==> config.mk <==
export PLATFORM = sky130hd
export DESIGN_NAME = prcg_reset_clock_ctrl
export DESIGN_NICKNAME = d
export VERILOG_FILES = /design/src/prcg_pkg.sv /design/src/prcg_clock_gate.sv /design/src/prcg_gate_bank.sv /design/src/prcg_reset_clock_ctrl.sv
export VERILOG_INCLUDE_DIRS = /design/src
export SDC_FILE = /design/constraint.sdc
export NUM_CORES = 1
export LEC_CHECK = 0
export BUFFER_PORTS_ARGS = -buffer_cell sky130_fd_sc_hd__buf_2
export CAP_MARGIN = 10
export CORE_ASPECT_RATIO = 0.6
export CORE_UTILIZATION = 54
export CTS_CLUSTER_DIAMETER = 100
export DETAILED_ROUTE_END_ITERATION = 7
export PLACE_DENSITY = 0.87
export SLEW_MARGIN = 20
export SYNTH_ARGS = -nofsm -noshare
export SYNTH_HDL_FRONTEND = slang
export SYNTH_SLANG_ARGS = --single-unit
export TNS_END_PERCENT = 20
==> constraint.sdc <==
create_clock -name clock_i -period 4.73 [get_ports clock_i]
set_clock_uncertainty 0.15 [all_clocks]
set_input_delay 0.473 -clock clock_i [delete_from_list [all_inputs] [get_ports clock_i]]
set_output_delay 0.473 -clock clock_i [all_outputs]
set_load 0.01 [all_outputs]
==> src/prcg_regs.svh <==
`ifndef PRCG_REGS_SVH
`define PRCG_REGS_SVH
`define PRCG_OFF_APB2_RST   8'h0C
`define PRCG_OFF_APB1_RST   8'h10
`define PRCG_OFF_AHB_EN     8'h14
`define PRCG_OFF_APB2_EN    8'h18
`define PRCG_RST_APB2_RST   32'h0000_0000
`define PRCG_RST_APB1_RST   32'h0000_0000
`define PRCG_RST_AHB_EN     32'h0000_0014
`define PRCG_RST_APB2_EN    32'h0000_0000
`define PRCG_MSK_APB2_RST   32'hC030_7E03
`define PRCG_MSK_APB1_RST   32'h3866_4831
`define PRCG_MSK_AHB_EN     32'h007E_405F
`define PRCG_MSK_APB2_EN    32'hE030_7E03
`define PRCG_BIT_SYSCFG     0
`define PRCG_BIT_DAC        29
`define PRCG_BIT_PMU        28
`define PRCG_BIT_BKP        27
`define PRCG_BIT_TW_SECOND  22
`define PRCG_BIT_TW_FIRST   21
`define PRCG_BIT_SER_THIRD  18
`define PRCG_BIT_SER_SECOND 17
`define PRCG_BIT_SPI_SECOND 14
`define PRCG_BIT_WWDG       11
`define PRCG_BIT_TMR_SIX    5
`define PRCG_BIT_TMR_FIVE   4
`define PRCG_BIT_TMR_ONE    0
`define PRCG_BIT_GPIO_A     17
`define PRCG_GPIO_PORTS     6
`define PRCG_BIT_MFCOM      14
`define PRCG_BIT_CRC        6
`define PRCG_BIT_FLASH_SP   4
`define PRCG_BIT_DMAMUX     3
`define PRCG_BIT_SRAM_SP    2
`define PRCG_BIT_DMA_SECOND 1
`define PRCG_BIT_DMA_FIRST  0
`define PRCG_RESP_OKAY      2'h0
`define PRCG_RESP_SLVERR    2'h2
`endif

==> src/prcg_pkg.sv <==
package prcg_pkg;
	typedef enum logic [1:0] {
		PRCG_IDLE,
		PRCG_RESP
	} prcg_phase_t;
endpackage

==> src/prcg_clock_gate.sv <==
`timescale 1ns/1ps
module prcg_clock_gate (
	input  wire logic clock_i,
	input  wire logic reset_i,
	input  wire logic enable_i,
	output logic      gated_clock_o
);
	typedef struct packed {
		logic en_latch;
	} prcg_gate_state_t;
	prcg_gate_state_t st;
	prcg_gate_state_t next_st;
	// enable only changes while clock is low, so no runt pulses
	always_comb begin
		next_st          = st;
		next_st.en_latch = enable_i;
	end
	always_ff @(negedge clock_i or posedge reset_i) begin
		if (reset_i) begin
			st <= '0;
		end else begin
			st <= next_st;
		end
	end
	assign gated_clock_o = clock_i & st.en_latch;
endmodule

==> src/prcg_gate_bank.sv <==
`timescale 1ns/1ps
module prcg_gate_bank #(
	parameter int N = 12
) (
	input  wire logic         clock_i,
	input  wire logic         reset_i,
	input  wire logic [N-1:0] enable_i,
	output logic      [N-1:0] gated_clock_o
);
	// refused at elaboration: an empty bank has nothing to gate
	if (N < 1) begin : g_bad_n
		$error("gate bank needs at least one gate");
	end
	for (genvar g = 0; g < N; g++) begin : g_gate
		prcg_clock_gate u_gate (
			.clock_i      (clock_i),
			.reset_i      (reset_i),
			.enable_i     (enable_i[g]),
			.gated_clock_o(gated_clock_o[g])
		);
	end
endmodule

==> src/prcg_reset_clock_ctrl.sv <==
`timescale 1ns/1ps
`include "prcg_regs.svh"
module prcg_reset_clock_ctrl
	import prcg_pkg::*;
(
	input  wire logic        clock_i,
	input  wire logic        reset_i,
	input  wire logic        sleep_mode_i,
	input  wire logic [7:0]  s_axi_awaddr,
	input  wire logic        s_axi_awvalid,
	output logic             s_axi_awready,
	input  wire logic [31:0] s_axi_wdata,
	input  wire logic [3:0]  s_axi_wstrb,
	input  wire logic        s_axi_wvalid,
	output logic             s_axi_wready,
	output logic [1:0]       s_axi_bresp,
	output logic             s_axi_bvalid,
	input  wire logic        s_axi_bready,
	input  wire logic [7:0]  s_axi_araddr,
	input  wire logic        s_axi_arvalid,
	output logic             s_axi_arready,
	output logic [31:0]      s_axi_rdata,
	output logic [1:0]       s_axi_rresp,
	output logic             s_axi_rvalid,
	input  wire logic        s_axi_rready,
	output logic             sysconfig_reset_o,
	output logic             dac_reset_o,
	output logic             power_ctrl_reset_o,
	output logic             backup_ctrl_reset_o,
	output logic             twowire_first_reset_o,
	output logic             twowire_second_reset_o,
	output logic             serial_second_reset_o,
	output logic             serial_third_reset_o,
	output logic             spi_second_reset_o,
	output logic             window_watchdog_reset_o,
	output logic             basic_timer_five_reset_o,
	output logic             basic_timer_six_reset_o,
	output logic             gp_timer_one_reset_o,
	output logic [5:0]       gpio_port_clock_o,
	output logic             multifunction_comm_clock_o,
	output logic             checksum_unit_clock_o,
	output logic             flash_ctrl_clock_o,
	output logic             dma_request_mux_clock_o,
	output logic             sram_clock_o,
	output logic             dma_second_clock_o,
	output logic             dma_first_clock_o
);
	localparam int NGATE = 12;

	typedef struct packed {
		logic [31:0] apb2_peripheral_reset;
		logic [31:0] apb1_peripheral_reset;
		logic [31:0] ahb_clock_enable;
		logic [31:0] apb2_clock_enable;
		logic        aw_held;
		logic [7:0]  aw_addr;
		logic        w_held;
		logic [31:0] w_data;
		logic [3:0]  w_strb;
		prcg_phase_t wr_phase;
		logic [1:0]  bresp;
		prcg_phase_t rd_phase;
		logic [31:0] rdata;
		logic [1:0]  rresp;
		logic [12:0] resets;
	} prcg_state_t;

	prcg_state_t st;
	prcg_state_t next_st;
	logic [NGATE-1:0] gate_en;
	logic [NGATE-1:0] gate_clk;
	logic             sleep_s1;
	logic             sleep_s2;

	// sleep request may come from another domain, so two stages first
	always_ff @(posedge clock_i or posedge reset_i) begin
		if (reset_i) begin
			sleep_s1 <= 1'b0;
			sleep_s2 <= 1'b0;
		end else begin
			sleep_s1 <= sleep_mode_i;
			sleep_s2 <= sleep_s1;
		end
	end

	function automatic logic [31:0] merge(input logic [31:0] old,
		input logic [31:0] data, input logic [3:0] strb,
		input logic [31:0] mask);
		logic [31:0] res;
		res = old;
		for (int b = 0; b < 4; b++) begin
			if (strb[b]) begin
				res[b*8 +: 8] = data[b*8 +: 8];
			end
		end
		// reserved bits are kept at reset value even if software slips
		merge = res & mask;
	endfunction

	always_comb begin
		logic [31:0] apb2r;
		logic [31:0] apb1r;
		next_st = st;
		apb2r   = st.apb2_peripheral_reset;
		apb1r   = st.apb1_peripheral_reset;
		if (s_axi_awvalid && !st.aw_held) begin
			next_st.aw_held = 1'b1;
			next_st.aw_addr = s_axi_awaddr;
		end
		if (s_axi_wvalid && !st.w_held) begin
			next_st.w_held = 1'b1;
			next_st.w_data = s_axi_wdata;
			next_st.w_strb = s_axi_wstrb;
		end
		case (st.wr_phase)
			PRCG_IDLE: begin
				if (st.aw_held && st.w_held) begin
					next_st.aw_held  = 1'b0;
					next_st.w_held   = 1'b0;
					next_st.wr_phase = PRCG_RESP;
					next_st.bresp    = `PRCG_RESP_OKAY;
					case ({2'b00, st.aw_addr[7:2]})
						`PRCG_OFF_APB2_RST >> 2: begin
							next_st.apb2_peripheral_reset = merge(
								apb2r, st.w_data, st.w_strb,
								`PRCG_MSK_APB2_RST);
						end
						`PRCG_OFF_APB1_RST >> 2: begin
							next_st.apb1_peripheral_reset = merge(
								apb1r, st.w_data, st.w_strb,
								`PRCG_MSK_APB1_RST);
						end
						`PRCG_OFF_AHB_EN >> 2: begin
							next_st.ahb_clock_enable = merge(
								st.ahb_clock_enable, st.w_data,
								st.w_strb, `PRCG_MSK_AHB_EN);
						end
						`PRCG_OFF_APB2_EN >> 2: begin
							next_st.apb2_clock_enable = merge(
								st.apb2_clock_enable, st.w_data,
								st.w_strb, `PRCG_MSK_APB2_EN);
						end
						default: begin
							next_st.bresp = `PRCG_RESP_SLVERR;
						end
					endcase
				end
			end
			PRCG_RESP: begin
				if (s_axi_bready) begin
					next_st.wr_phase = PRCG_IDLE;
				end
			end
			default: begin
				next_st.wr_phase = PRCG_IDLE;
			end
		endcase
		case (st.rd_phase)
			PRCG_IDLE: begin
				if (s_axi_arvalid) begin
					next_st.rd_phase = PRCG_RESP;
					next_st.rresp    = `PRCG_RESP_OKAY;
					case ({2'b00, s_axi_araddr[7:2]})
						`PRCG_OFF_APB2_RST >> 2:
							next_st.rdata = st.apb2_peripheral_reset;
						`PRCG_OFF_APB1_RST >> 2:
							next_st.rdata = st.apb1_peripheral_reset;
						`PRCG_OFF_AHB_EN >> 2:
							next_st.rdata = st.ahb_clock_enable;
						`PRCG_OFF_APB2_EN >> 2:
							next_st.rdata = st.apb2_clock_enable;
						default: begin
							next_st.rdata = 32'h0000_0000;
							next_st.rresp = `PRCG_RESP_SLVERR;
						end
					endcase
				end
			end
			PRCG_RESP: begin
				if (s_axi_rready) begin
					next_st.rd_phase = PRCG_IDLE;
				end
			end
			default: begin
				next_st.rd_phase = PRCG_IDLE;
			end
		endcase
		// reset lines are registered on the same edge as the register bits, glitch free
		apb2r = next_st.apb2_peripheral_reset;
		apb1r = next_st.apb1_peripheral_reset;
		next_st.resets = {
			apb2r[`PRCG_BIT_SYSCFG],
			apb1r[`PRCG_BIT_DAC],
			apb1r[`PRCG_BIT_PMU],
			apb1r[`PRCG_BIT_BKP],
			apb1r[`PRCG_BIT_TW_FIRST],
			apb1r[`PRCG_BIT_TW_SECOND],
			apb1r[`PRCG_BIT_SER_SECOND],
			apb1r[`PRCG_BIT_SER_THIRD],
			apb1r[`PRCG_BIT_SPI_SECOND],
			apb1r[`PRCG_BIT_WWDG],
			apb1r[`PRCG_BIT_TMR_FIVE],
			apb1r[`PRCG_BIT_TMR_SIX],
			apb1r[`PRCG_BIT_TMR_ONE]
		};
	end

	always_ff @(posedge clock_i or posedge reset_i) begin
		if (reset_i) begin
			st                       <= '0;
			st.apb2_peripheral_reset <= `PRCG_RST_APB2_RST;
			st.apb1_peripheral_reset <= `PRCG_RST_APB1_RST;
			st.ahb_clock_enable      <= `PRCG_RST_AHB_EN;
			st.apb2_clock_enable     <= `PRCG_RST_APB2_EN;
			st.wr_phase              <= PRCG_IDLE;
			st.rd_phase              <= PRCG_IDLE;
		end else begin
			st <= next_st;
		end
	end

	assign s_axi_awready = !st.aw_held;
	assign s_axi_wready  = !st.w_held;
	assign s_axi_bvalid  = (st.wr_phase == PRCG_RESP);
	assign s_axi_bresp   = st.bresp;
	assign s_axi_arready = (st.rd_phase == PRCG_IDLE);
	assign s_axi_rvalid  = (st.rd_phase == PRCG_RESP);
	assign s_axi_rdata   = st.rdata;
	assign s_axi_rresp   = st.rresp;

	assign {sysconfig_reset_o, dac_reset_o, power_ctrl_reset_o,
		backup_ctrl_reset_o, twowire_first_reset_o, twowire_second_reset_o,
		serial_second_reset_o, serial_third_reset_o, spi_second_reset_o,
		window_watchdog_reset_o, basic_timer_five_reset_o,
		basic_timer_six_reset_o, gp_timer_one_reset_o} = st.resets;

	// PRCG_BIT_FLASH_SP and PRCG_BIT_SRAM_SP are sleep-only bits: those clocks always run while awake
	always_comb begin
		gate_en[5:0] = st.ahb_clock_enable[`PRCG_BIT_GPIO_A +:
			`PRCG_GPIO_PORTS];
		gate_en[6]   = st.ahb_clock_enable[`PRCG_BIT_MFCOM];
		gate_en[7]   = st.ahb_clock_enable[`PRCG_BIT_CRC];
		gate_en[8]   = !sleep_s2 ||
			st.ahb_clock_enable[`PRCG_BIT_FLASH_SP];
		gate_en[9]   = st.ahb_clock_enable[`PRCG_BIT_DMAMUX];
		gate_en[10]  = !sleep_s2 ||
			st.ahb_clock_enable[`PRCG_BIT_SRAM_SP];
		gate_en[11]  = st.ahb_clock_enable[`PRCG_BIT_DMA_SECOND];
	end

	prcg_gate_bank #(
		.N(NGATE)
	) u_bank (
		.clock_i      (clock_i),
		.reset_i      (reset_i),
		.enable_i     (gate_en),
		.gated_clock_o(gate_clk)
	);

	prcg_clock_gate u_dma_first (
		.clock_i      (clock_i),
		.reset_i      (reset_i),
		.enable_i     (st.ahb_clock_enable[`PRCG_BIT_DMA_FIRST]),
		.gated_clock_o(dma_first_clock_o)
	);

	assign gpio_port_clock_o          = gate_clk[5:0];
	assign multifunction_comm_clock_o = gate_clk[6];
	assign checksum_unit_clock_o      = gate_clk[7];
	assign flash_ctrl_clock_o         = gate_clk[8];
	assign dma_request_mux_clock_o    = gate_clk[9];
	assign sram_clock_o               = gate_clk[10];
	assign dma_second_clock_o         = gate_clk[11];
endmodule

---- Word level (Yosys, flattened, before mapping) ----
Cells that the tools add are included.
storage, ports and cells
  memory bits (read-only) ................. 0
  latch bits .............................. 0
  bits in registers ....................... 164
  memories kept ........................... 0
  bits of input ports ..................... 60
  memory bits (writable) .................. 0
  word-level logic and storage cells ...... 124
cells by class
  add/sub/neg operators ................... 0
  equal/unequal tests ..................... 14
  shift operators ......................... 0
  $mul .................................... 0
  reduce and logical (&&, ||, !) cells .... 27
  bitwise gates (word level) .............. 13
  order comparisons ....................... 0
  divide/modulo/power cells ............... 0
  muxes and demuxes ....................... 31
operator list
  operator                                       number
  two-way mux 98 bit                             2
  case mux 32 bit (4 select lines)               1
  AND reduction 4 bit                            11
  two-way mux 7 bit                              6
  two-way mux 37 bit                             1
  == test 6 x 3 -> 1 bit, second input constant  6
  two-way mux 36 bit                             1
  two-way mux 32 bit                             1
  two-way mux 30 bit                             1
  two-way mux 23 bit                             1
  two-way mux 6 bit                              3
  AND 1 bit                                      13
  == test 6 x 2 -> 1 bit, second input constant  2
  two-way mux 2 bit                              5
  two-way mux 9 bit                              1
  two-way mux 8 bit                              1
  case mux 2 bit (2 select lines)                2
  AND reduction 2 bit                            4
  OR reduction 4 bit                             2
  == test 2 x 1 -> 1 bit, second input constant  2
  zero test 2 bit                                2
  two-way mux 1 bit                              4
  two-way mux 4 bit                              1
  != test 2 x 1 -> 1 bit, second input constant  2
  4 further kinds                                10

---- Longest topological paths before layout ----
  depth in word-level cells ............... 5
  mapped depth ............................ 5

---- Cells and area by module ----
Synthesis repeated with hierarchy kept, for this count alone.
unflattened totals
  cell total of the unflattened synthesis .. 441
  area, all modules ....................... 5516.5 um2
modules (own cells, without submodules)
  module                 seq. area each (um2)  times used  cells each  area an instance (um2)
  prcg_reset_clock_ctrl  2905.3                1           402         5061.1
  prcg_clock_gate        25.0                  13          3           35.0

==> key figures <==
Finish
  – Fin area: between 6000 and 7000 um2
  – Layout cell share with drive strength beyond 1: 0.461
  – Nets: 576
  – Finished Core Util: 0.680
  – Fill cells: about 700
  – Commonest non-fill, non-tap cells in the layout: 114 x dfrtp_1, 104 x buf_2, 78 x mux2_2, 30 x nand2_1, 25 x clkbuf_16
  – Area delta synth->final: 22.0%
  – Commonest non-fill, non-tap cell in the layout: dfrtp_1

STA
  – Final hold violation count: 0
  – Slew Viols, Final: 0
  – Unrepaired setup endpoints after global routing: false
  – Setup violations, final: 0
  – Worst-Margin Slew: between 1 and 1.5 ns
  – PnR worst setup slack: 0.552 ns
  – Slew Limit Headroom: 0.287
  – WHS: roughly 0.012 ns
  – Final TNS setup: 0 ns

Routing
  – DR iter-0 viols: 322
  – 1st-pass router iterations: 5
  – DRC violations left: 0
  – Avg WL per Cell: about 19 um
  – Via density: 5.45
  – Antenna Nets Post-Route: 0
  – DR vias: approximately 3600
  – Routed WL: around 13 mm

Pwr
  – Clock Power Share: 0.399
  – P_int: about 3.0 mW
  – Psw: about 1.2 mW
  – Comb pwr share: 0.177
  – Switch share: 0.291
  – PD cells: 640 nW/um2
  – Max VDD drop: between 300 and 400 uV
  – Register share of total power: 0.424
  – Static Leakage: between 3 and 4 nW

Critical path
  – Critical path required time: 4.11 ns
  – Critical-path top delay cell: dfrtn_1
  – CP peak stage delay: 0.38 ns
  – Critical path startpoint category: flop
  – Maximum fanout along the worst path: 1
  – Crit-path cells: and2_1, buf_2
  – WP data arrival: around 3.6 ns
  – Cell family with most CP delay: flip-flops
  – Buf/Inv on CP: 1
  – Worst Path Class, Setup: flop to primary output
  – Crit. End Element: primary output

Synthesis
  – Mapped Cells: approximately 420
  – Mapped Area: between 5000 and 6000 um2
  – YS warnings: 0
  – Top FF cell, synth: dfrtp_1
  – Share of flip-flops with an asynchronous set or reset: 1.00
  – Synthesized area per cell: 13.0 um2
  – Yosys cell types: 41
  – Sequential element share of the synthesized area: 0.587
  – EDFF count, synth: 0
  – FF+latch count, synth: 129

Clocking
  – CTS tree: done
  – CTS clock-pin slew for the worst setup and hold paths: approximately 0.06 ns
  – Clock Latency Late Sink: 0.53 ns
  – # Post-CTS Setup Buffers: 0

GRT
  – Largest net degree at the start of global routing: 62
  – Total GRT Usage: 0.267
  – GR Overflow Total: 0
  – First-pass GRT wire length: 20.2 mm
  – Initial antenna violation count: 0
  – Number of global-route vias before repair: 3831

Floorplanning
  – CORE AREA: around 9900 um2
  – Initial Utilization: 0.557
  – Die area: 10600 um2
  – Die span in x: ~130 um
  – Die extent in y: 80.2 um
  – Ports: roughly 130
  – Std cell rows: 28

Place
  – Post-DP HPWL: between 8 and 9 mm
  – Instance area at placement: a little under 6000 um2
  – Port Buffers: approximately 100
  – Setup WS pre-CTS: between 1 and 1.5 ns
  – Gpl congestion: approximately 0.8

Run
  – Max_cap viols: 0

Status
  – Status: finished clean

Hold path
  – Hold Path Class: input pin to flop
synth_stat cells, drive strengths merged, types with 8 or more instances:
cell,instances,share of area
a22oi,12,0.016
and2,13,0.015
buf,46,0.061
clkbuf,12,0.0082
dfrtn,13,0.059
dfrtp,114,0.52
inv,8,0.0055
mux2,84,0.18
mux2i,8,0.015
nand2,30,0.020
nor2,13,0.015
o21ai,17,0.015
layer usage:
| metal | global-route usage | up-vias | routed length (um) |
|---|---|---|---|
| met4 | 0.147 | 0 | 205 |
| met3 | 0.107 | 21 | 1160 |
| li1 | - | 1613 | - |
| met5 | 0 | - | 0 |
| met1 | 0.335 | 1834 | 5490 |
| met2 | 0.397 | 165 | 5870 |
repair_timing:
action / in CTS / in global routing
hold buffers: 4 / 0
gates resized for setup: 0 / 0
hold endpoints to repair: 19 / 0
final timing paths:
check                          startpoint                          to  slack, ns  cells past startpoint
max in group asynchronous         reset_i  u_bank.g_gate[4].u_gate.st       1.10                      4
min in group asynchronous         reset_i                      st[63]       0.44                      3
setup reg to reg                  st[135]  u_bank.g_gate[8].u_gate.st       1.56                      1
hold / removal               s_axi_wvalid                      st[89]       0.01                      2
setup / recovery           u_dma_first.st           dma_first_clock_o       0.55                      2
hold reg to reg                  sleep_s1                    sleep_s2       0.20                      0
power groups by stage:
stage | clock network (mW) | registers (mW) | logic [mW]
detailed placement | 0.0681 | 1.83 | 0.751
floorplan | 0.0751 | 1.72 | 0.585
CTS | 1.74 | 1.82 | 0.768
global route | 1.80 | 1.87 | 0.830
finish | 1.72 | 1.82 | 0.759
global placement | 0.0681 | 1.78 | 0.713
stage by stage:
step | cells | total power, mW
finish | 667 | 4.30
global placement | 620 | 2.56
floorplan | 433 | 2.38
global route | 666 | 4.51
CTS | 666 | 4.33
detailed placement | 620 | 2.64
cell type report:
cell class	count	area, um2	share of cell area
Clock buffer	43	719	0.107
Antenna cell	1	2.50	0.000373
Sequential cell	129	3230	0.481
Clock inverter	12	118	0.0175
Timing Repair Buffer	101	541	0.0805
Inverter	8	33.8	0.00503
Tap cell	135	169	0.0251
Multi-Input combinational cell	238	1900	0.283
cells by family (layout without fill, tap and decap cells):
family,count (synthesis),after routing,synth area share
buffers and inverters,66,164,0.0743
muxes,92,92,0.190
AOI/OAI and AO/OA,49,49,0.0591
DFF,129,129,0.587
xor gates and xnor gates,2,2,0.00318
other,1,11,0.000681
and+or+nand+nor,85,85,0.0857
flip-flops by register name, indices dropped and copies added (netlist names), 10 cells and up:
name,cells
gate_en,10
st,66
s_axi_rdata,24
u_bank.g_gate.u_gate.st,12
Power figures use the tool's default switching activity.
